<file path="config.mk">
export PLATFORM = sky130hd
export DESIGN_NAME = sdm_cfg_regs
export DESIGN_NICKNAME = d
export VERILOG_FILES = /design/src/include/sdm_cfg_pkg.sv /design/src/design/sdm_cfg_regs.sv
export SDC_FILE = /design/constraint.sdc
export NUM_CORES = 1
export LEC_CHECK = 0
export BUFFER_PORTS_ARGS = -buffer_cell sky130_fd_sc_hd__buf_2
export CAP_MARGIN = 5
export CORE_ASPECT_RATIO = 1.4
export CORE_MARGIN = 2
export CORE_UTILIZATION = 50
export DETAILED_ROUTE_END_ITERATION = 8
export GPL_ROUTABILITY_DRIVEN = 0
export PLACE_DENSITY = 0.8
export REMOVE_ABC_BUFFERS = 1
export SLEW_MARGIN = 30
export SYNTH_ARGS = -nofsm -noshare
export SYNTH_HDL_FRONTEND = slang
export SYNTH_SLANG_ARGS = --single-unit
</file>
<file path="constraint.sdc">
create_clock -name ref_clk_i -period 1.8 [get_ports ref_clk_i]
set_input_delay 0.36 -clock ref_clk_i [delete_from_list [all_inputs] [get_ports ref_clk_i]]
set_output_delay 0.36 -clock ref_clk_i [all_outputs]
set_load 0.01 [all_outputs]
</file>
<file path="src/include/sdm_cfg_pkg.sv">
// Package: field layout, reset values and types of the modulator configuration register
package sdm_cfg_pkg;

    localparam logic [4:0]  CFG_ADDR      = 5'h06;
    localparam int          CFG_WIDTH     = 23;
    localparam logic [22:0] CFG_RESET     = 23'h000B7A;
    localparam logic [22:0] CFG_WR_MASK   = 23'h7FFFFF;

    localparam int SEED_LSB    = 0;
    localparam int ORDER_LSB   = 2;
    localparam int BYPASS_BIT  = 7;
    localparam int AUTOSEED_BIT = 8;
    localparam int REFSEL_BIT  = 9;
    localparam int CORESEL_BIT = 10;
    localparam int CORE_EN_BIT = 11;
    localparam int RATE_LSB    = 16;
    localparam int TEST_EN_BIT = 18;
    localparam int TEST_LEN_LSB = 19;
    localparam int TEST_FORCE_BIT = 21;

    localparam logic [23:0] SEED_ZERO = 24'h000000;
    localparam logic [23:0] SEED_LSB_VAL = 24'h000001;
    localparam logic [23:0] SEED_CONST2 = 24'hB29D08;
    localparam logic [23:0] SEED_CONST3 = 24'h50F1CD;

    localparam logic [1:0]  ORDER_MODE_B = 2'h2;
    localparam logic [1:0]  ORDER_MODE_A = 2'h3;

    localparam logic [9:0]  TEST_LEN_BASE = 10'h3FF;

    typedef enum logic [1:0] {
        SDM_CLK_AUX,
        SDM_CLK_VCO_DELAY,
        SDM_CLK_VCO_DIV,
        SDM_CLK_REF_DIV
    } sdm_clk_src_type;

    typedef enum logic [1:0] {
        SDM_TEST_IDLE,
        SDM_TEST_RUN,
        SDM_TEST_DONE
    } sdm_test_state_type;

    typedef struct packed {
        logic        wr;
        logic [4:0]  addr;
        logic [23:0] wdata;
    } sdm_reg_req_type;

    typedef struct packed {
        logic [23:0]     seed_value;
        logic            seed_load;
        logic            mode_a;
        logic            order_reserved;
        logic            use_modulator;
        logic            core_enable;
        sdm_clk_src_type clk_src;
        logic [1:0]      rate_trim;
        logic            test_busy;
        logic            test_done;
    } sdm_mod_ctrl_type;

endpackage : sdm_cfg_pkg

</file>
<file path="src/design/sdm_cfg_regs.sv">
// Modulator configuration register with seed transfer, clock routing and reference-divider self test
// Functional notes
// - Seed code picks zero, lsb, two constants
// - Stored seed loaded on frequency change if autoseed
// - Order 2 mode B, 3 mode A, rest reserved
// - Bypass ignores output; core keeps clocking when enabled
// - Autoseed reloads seed on each fractional write
// - Source bit picks VCO/ref divider unless overridden
// - Core clock select picks delayed VCO; test force bit 21 picks auxiliary
// - Core enable bit gates modulator core
// - Self test enable; length 1023 to 4095 cycles
module sdm_cfg_regs (
    input  wire logic                          ref_clk_i,
    input  wire logic                          nrst_i,
    input  wire sdm_cfg_pkg::sdm_reg_req_type  reg_req_i,
    input  wire logic                          frac_write_i,
    input  wire logic                          refdiv_tick_i,
    output logic [23:0]                        reg_rdata_o,
    output sdm_cfg_pkg::sdm_mod_ctrl_type      mod_ctrl_o
);

    typedef struct packed {
        logic [22:0]                     cfg;
        sdm_cfg_pkg::sdm_mod_ctrl_type   ctrl;
        logic [11:0]                     test_count;
        sdm_cfg_pkg::sdm_test_state_type test_state;
    } sdm_state_type;

    sdm_state_type state;
    sdm_state_type next_state;

    ////////////////////////////////////////////////////////////////////////////////
    function automatic logic [23:0] sdm_seed_decode(input logic [1:0] code);
        unique case (code)
            2'h0: sdm_seed_decode = sdm_cfg_pkg::SEED_ZERO;
            2'h1: sdm_seed_decode = sdm_cfg_pkg::SEED_LSB_VAL;
            2'h2: sdm_seed_decode = sdm_cfg_pkg::SEED_CONST2;
            2'h3: sdm_seed_decode = sdm_cfg_pkg::SEED_CONST3;
        endcase
    endfunction : sdm_seed_decode

    // Bit 10 outranks bit 21, and either of them overrides the divider source bit
    function automatic sdm_cfg_pkg::sdm_clk_src_type sdm_clk_route(input logic [22:0] cfg);
        if (cfg[sdm_cfg_pkg::CORESEL_BIT]) begin
            sdm_clk_route = sdm_cfg_pkg::SDM_CLK_VCO_DELAY;
        end else if (cfg[sdm_cfg_pkg::TEST_FORCE_BIT]) begin
            sdm_clk_route = sdm_cfg_pkg::SDM_CLK_AUX;
        end else if (cfg[sdm_cfg_pkg::REFSEL_BIT]) begin
            sdm_clk_route = sdm_cfg_pkg::SDM_CLK_VCO_DIV;
        end else begin
            sdm_clk_route = sdm_cfg_pkg::SDM_CLK_REF_DIV;
        end
    endfunction : sdm_clk_route

    // Level controls that follow from a stored word; seed and self-test fields pass through
    function automatic sdm_cfg_pkg::sdm_mod_ctrl_type sdm_ctrl_decode(
        input logic [22:0]                   cfg,
        input sdm_cfg_pkg::sdm_mod_ctrl_type keep
    );
        logic [1:0] order;
        order                          = cfg[sdm_cfg_pkg::ORDER_LSB +: 2];
        sdm_ctrl_decode                = keep;
        sdm_ctrl_decode.mode_a         = (order == sdm_cfg_pkg::ORDER_MODE_A);
        sdm_ctrl_decode.order_reserved = (order != sdm_cfg_pkg::ORDER_MODE_A) &&
                                         (order != sdm_cfg_pkg::ORDER_MODE_B);
        sdm_ctrl_decode.use_modulator  = !cfg[sdm_cfg_pkg::BYPASS_BIT];
        // Bypass only drops the output; clocking follows the core enable alone
        sdm_ctrl_decode.core_enable    = cfg[sdm_cfg_pkg::CORE_EN_BIT];
        sdm_ctrl_decode.clk_src        = sdm_clk_route(cfg);
        // Trim is meaningless in mode B, so it is masked rather than passed on
        sdm_ctrl_decode.rate_trim      = sdm_ctrl_decode.mode_a ? cfg[sdm_cfg_pkg::RATE_LSB +: 2] : 2'h0;
    endfunction : sdm_ctrl_decode

    ////////////////////////////////////////////////////////////////////////////////
    logic        cfg_hit;
    logic        autoseed;
    logic        test_en;
    logic [11:0] test_len;
    logic [1:0]  seed_code;

    assign cfg_hit  = reg_req_i.wr && (reg_req_i.addr == sdm_cfg_pkg::CFG_ADDR);
    assign seed_code = state.cfg[sdm_cfg_pkg::SEED_LSB +: 2];
    assign autoseed = state.cfg[sdm_cfg_pkg::AUTOSEED_BIT];
    assign test_en  = state.cfg[sdm_cfg_pkg::TEST_EN_BIT];
    assign test_len = {state.cfg[sdm_cfg_pkg::TEST_LEN_LSB +: 2], sdm_cfg_pkg::TEST_LEN_BASE};

    always_comb begin
        next_state                = state;
        next_state.ctrl.seed_load = 1'b0;
        if (cfg_hit) begin
            // Seed code is only stored here; the modulator sees it at the next fractional write with autoseed set
            next_state.cfg = reg_req_i.wdata[22:0] & sdm_cfg_pkg::CFG_WR_MASK;
        end
        if (frac_write_i && autoseed) begin
            next_state.ctrl.seed_value = sdm_seed_decode(seed_code);
            next_state.ctrl.seed_load  = 1'b1;
        end
        unique case (state.test_state)
            sdm_cfg_pkg::SDM_TEST_IDLE: begin
                if (test_en) begin
                    next_state.test_state = sdm_cfg_pkg::SDM_TEST_RUN;
                    next_state.test_count = 12'h000;
                end
            end
            sdm_cfg_pkg::SDM_TEST_RUN: begin
                if (!test_en) begin
                    next_state.test_state = sdm_cfg_pkg::SDM_TEST_IDLE;
                end else if (refdiv_tick_i) begin
                    if (state.test_count == test_len - 12'h001) begin
                        next_state.test_state = sdm_cfg_pkg::SDM_TEST_DONE;
                    end
                    next_state.test_count = state.test_count + 12'h001;
                end
            end
            sdm_cfg_pkg::SDM_TEST_DONE: begin
                // Result holds until software drops the enable, so it cannot be missed
                if (!test_en) begin
                    next_state.test_state = sdm_cfg_pkg::SDM_TEST_IDLE;
                end
            end
            default: next_state.test_state = sdm_cfg_pkg::SDM_TEST_IDLE;
        endcase
        // Controls are registered from the next word, so they move on the same edge as the read-back
        next_state.ctrl           = sdm_ctrl_decode(next_state.cfg, next_state.ctrl);
        next_state.ctrl.test_busy = (next_state.test_state == sdm_cfg_pkg::SDM_TEST_RUN);
        next_state.ctrl.test_done = (next_state.test_state == sdm_cfg_pkg::SDM_TEST_DONE);
    end

    always_ff @(posedge ref_clk_i or negedge nrst_i) begin
        if (!nrst_i) begin
            state.cfg        <= sdm_cfg_pkg::CFG_RESET;
            // Decoded fields match the reset word: mode B, modulator used, VCO divider clock
            state.ctrl.seed_value     <= sdm_cfg_pkg::SEED_CONST2;
            state.ctrl.seed_load      <= 1'b0;
            state.ctrl.mode_a         <= 1'b0;
            state.ctrl.order_reserved <= 1'b0;
            state.ctrl.use_modulator  <= !sdm_cfg_pkg::CFG_RESET[sdm_cfg_pkg::BYPASS_BIT];
            state.ctrl.core_enable    <= sdm_cfg_pkg::CFG_RESET[sdm_cfg_pkg::CORE_EN_BIT];
            state.ctrl.clk_src        <= sdm_cfg_pkg::SDM_CLK_VCO_DIV;
            state.ctrl.rate_trim      <= 2'h0;
            state.ctrl.test_busy      <= 1'b0;
            state.ctrl.test_done      <= 1'b0;
            state.test_count <= 12'h000;
            state.test_state <= sdm_cfg_pkg::SDM_TEST_IDLE;
        end else begin
            state <= next_state;
        end
    end

    ////////////////////////////////////////////////////////////////////////////////
    assign reg_rdata_o = {1'b0, state.cfg};
    assign mod_ctrl_o  = state.ctrl;

endmodule : sdm_cfg_regs

</file>
==> impl.org <==
** Synth
- Synth Instances :: between 200 and 250
- Main combinational cell family by area after synthesis :: buffers and inverters
- In the synthesized netlist, mux cells make up about 11% of the area.
- The netlist uses 43 different library cells.
- Total of warnings raised by yosys :: 0
- Number of synthesized register bits :: slightly above 50
- After synthesis the cells add up to approximately 2700 um2.
- Proportion of synthesized chip area in sequential cells :: approximately half
- Flip-flop cell with the highest count after synthesis :: sky130_fd_sc_hd__dfrtp_1
- The synthesized netlist devotes under 10% of its cell area to XOR and XNOR gates.
- Of all flip-flops after synthesis, the portion carrying an async set or reset was 100%.
- Of the total synthesized cell area, the portion taken by AND, OR, NAND and NOR gates is 11.4%.
- Yosys mapped a number of flops with a built-in enable equal to 0.
- The synthesized netlist devotes under 10% of its cell area to compound gates.
- Post-synthesis area per instance :: 11.0 um2
- The synthesized netlist devotes less than 1% of its cell area to adder and majority cells.

** Cells and area
- After filler insertion, the fill cell instance count of the layout stands at 457.
- 0 antenna diodes ended up in the layout.
- From synthesis to final layout, the design area changed by 7.13%.
- Of the cells placed in the final design, the portion with a size suffix greater than 1 is ~48%.
- After the flow finishes, the layout carries non-filler instances totaling approximately 350.
- Leading cell type in the layout, fill and taps excluded :: sky130_fd_sc_hd__buf_2
- Final #Nets :: 315
- In the layout the commonest cells are 83 x sky130_fd_sc_hd__buf_2, 39 x sky130_fd_sc_hd__dfrtp_1, 22 x sky130_fd_sc_hd__mux2_2.

** STA
- Period Utilization, post-route :: 82.3%
- Maximum clock frequency :: approximately 680 MHz
- Adding up every negative setup slack in the final design gives 0 ps.
- The final-report max-slew violation count is 0.
- Fin. Hold Viols :: 0
- Clock skew on the completed layout was measured at around 4.8 ps.
- Count of endpoints failing setup in the final report :: 0
- After layout, the minimum clock period comes to approximately 1500 ps.
- Setup repair after global routing left no endpoint under its margin.

** Critical path
- STA puts the critical path data arrival time at around 1700 ps.
- Across all register-to-register paths, the minimum setup slack is around 320 ps.
- CP delay by family, top :: simple AND/OR/NAND/NOR gates
- Combined buffer and inverter count along the critical path :: 0
- Endpoint of the lowest-slack register-to-register path :: state[8]
- Startpoint Class :: flop
- Crit path cell chain :: ha_1 > nand3_4 > or3_2 > o21ai_0
- Crit. Startpoint :: state[3]
- Required time worst endpoint :: ~2000 ps
- Setup CP Type :: flop to flop
- Max FO, Critical Path :: 7
- For the worst flop-to-flop path, the logic depth is 4.
- Sort of element at the end of the critical path :: flop
- The largest single stage delay on the critical path is around 460 ps.
- Startpoint of the most critical register-to-register path :: state[3]
- Among all stages on the critical path, the largest delay is contributed by sky130_fd_sc_hd__dfrtp_1.

** Pwr
- Net switching is a little under a third of the power.
- Worst IR Drop VDD :: ~0.64 mV
- Sequential cell fraction of total power :: approximately 52%
- Combinational logic burns around a quarter of the power.
- Clock share of power :: 21.9%
- The internal portion of the total power is between 2 and 2.5 mW.
- The analysis attributes to cell leakage a power of approximately 1.5 nW.
- The analysis attributes to net switching a power of between 0.9 and 1 mW.
- Power density cells :: approximately 1000 nW/um2

** Min path
- Hold Crit Start :: reg_req_i[7]
- Endpoint with the worst hold slack :: mod_ctrl_o[7]
- Counting instances, the worst hold path has a depth of 2.
- The min-delay analysis places its worst path in the category input port to flop.

** Floorplanning
- For this configuration, the core starts out at a cell density of 51.4%.
- Core area :: 5160 um2
- The die is ~66 um wide.
- The initialized floorplan defines 31 standard-cell rows.
- The die covers around 6000 um2.
- In this run the count of I/O pins placed on the die edge is between 90 and 100.
- The floorplan step set the die height to about 90 um.

** Clocking
- No sink is reached through more buffers than the 2 on the longest clock path.
- TritonCTS built the clock tree.
- Clock tree synthesis selected as its root buffer the cell sky130_fd_sc_hd__clkbuf_8.
- Clock latency on the worst-skew pair, taken at its later pin, is approximately 300 ps.
- For this design, the sink count on the clock tree is 51.
- Once the clock tree was built, the resizer swapped 0 gates to a different size.
- H-tree level count :: 2
- Post-CTS timing repair inserted 0 buffers for setup.
- Clock tree synthesis inserted a total of 5 buffers.
- Clock-pin slew was measured on the worst setup and hold paths at 90 ps.

** Routing
- The pre-antenna-repair detailed-routing pass consisted of 4 iterations.
- DR DRC count :: 0
- In the final routed layout, each cell accounts on average for between 10 and 15 um.
- After the first detailed-routing iteration, the DRC count stood at 55.
- In the routed layout, each cell is associated on average with a via count of slightly below 5.
- Aggregate routed wire length :: between 4 and 5 mm
- Via total after detailed routing :: approximately 1700
- Count of antenna-violating nets left after detailed routing :: 0

** Place
- Port Buffers :: just over 80
- Placed cell count :: 337
- Detail Placement HPWL :: about 3.3 mm

** Job
- Max-cap violations in this run came to 0.

** GRT
- Initial antenna violation count :: 0
- Global routing finished with a remaining overflow of 0.
- Entering global routing, the biggest net connects 35 pins.
- Via count of the first global-routing pass :: roughly 1600
- Overall global routing resource usage :: 15.7%
- Wire length of the first global-routing pass :: roughly 7.3 mm

** Run status
- The run finished with clean final reports.
## power by group through the flow
stage                     Clock (mW)  Combinational [mW]  Sequential, mW
after global placement             0               0.769            1.55
after floorplan                    0               0.265            1.69
after CTS                      0.671               0.790            1.55
after global routing           0.714               0.870            1.58
final                          0.651               0.778            1.54
after detailed placement           0               0.787            1.56
## layout make-up
cell class | count | area [um2] | share of cell area, %
multi-input combinational | 121 | 861 | 30.3
clock inverter | 3 | 18.8 | 0.661
inverter | 11 | 41.3 | 1.45
timing repair buffer | 89 | 475 | 16.7
clock buffer | 5 | 68.8 | 2.42
tap | 66 | 82.6 | 2.91
sequential | 51 | 1290 | 45.5
## kinds of logic after synthesis
logic type,Yosys count
buf+inv,76
simple gates,55
flops,51
mux,27
compound gates,24
xor+xnor,5
fa+ha+maj,2
other cells,1
## Yosys cell counts, types with 3 or more instances
cell | count | share of area (%)
sky130_fd_sc_hd__a21oi_1 | 3 | 0.57
sky130_fd_sc_hd__mux2_2 | 22 | 9.3
sky130_fd_sc_hd__nand3_1 | 3 | 0.57
sky130_fd_sc_hd__o21ai_0 | 7 | 1.3
sky130_fd_sc_hd__o31ai_1 | 3 | 0.85
sky130_fd_sc_hd__nor2b_1 | 3 | 0.71
sky130_fd_sc_hd__xor2_1 | 3 | 0.99
sky130_fd_sc_hd__dfstp_2 | 12 | 12
sky130_fd_sc_hd__dfrtp_1 | 39 | 37
sky130_fd_sc_hd__inv_1 | 11 | 1.6
sky130_fd_sc_hd__nand2b_1 | 3 | 0.71
sky130_fd_sc_hd__nand2_1 | 16 | 2.3
sky130_fd_sc_hd__nor2_1 | 11 | 1.6
sky130_fd_sc_hd__buf_4 | 59 | 17
sky130_fd_sc_hd__nand4_1 | 6 | 1.4
sky130_fd_sc_hd__mux2i_1 | 4 | 1.5
## how the worst max path moves through the flow
stage               slack, ps  cells past startpoint             to
floorplan                -300                      4  mod_ctrl_o[5]
global placement          210                      6  mod_ctrl_o[5]
detailed placement        120                      6  mod_ctrl_o[5]
CTS                       320                      4      state[10]
global route              230                      4      state[10]
finish                    320                      4       state[8]
## metal layers
metal	track usage, %	share of wire (%)
met1	18.1	38
met2	27.7	54
met3	3.88	6.9
met4	5.38	0.82
met5	0	0
## through the flow
stage / setup WS, ps / cell area [um2] / utilization [%] / hold WS (ps) / total power [mW]
2_1_floorplan: -304 / 2190 / - / 64.4 / 1.95
5_1_grt: 226 / 2840 / 55.0 / 214 / 3.16
3_3_place_gp: 214 / 2740 / 53.1 / 316 / 2.32
6_report: 319 / 2840 / 55.0 / 204 / 2.97
4_1_cts: 323 / 2840 / 55.0 / 194 / 3.01
3_5_place_dp: 117 / 2740 / 53.1 / 326 / 2.35
## flip-flops by register name (all words and copies together) (netlist names)
name,count
mod_ctrl_o,14
reg_rdata_o,23
state,14
## repair_timing
item,CTS,global route
endpoints found under the hold margin,13,0
endpoints found under the setup margin,0,0
hold buffers,1,0
Note: power is estimated with default switching activity, not from simulation.
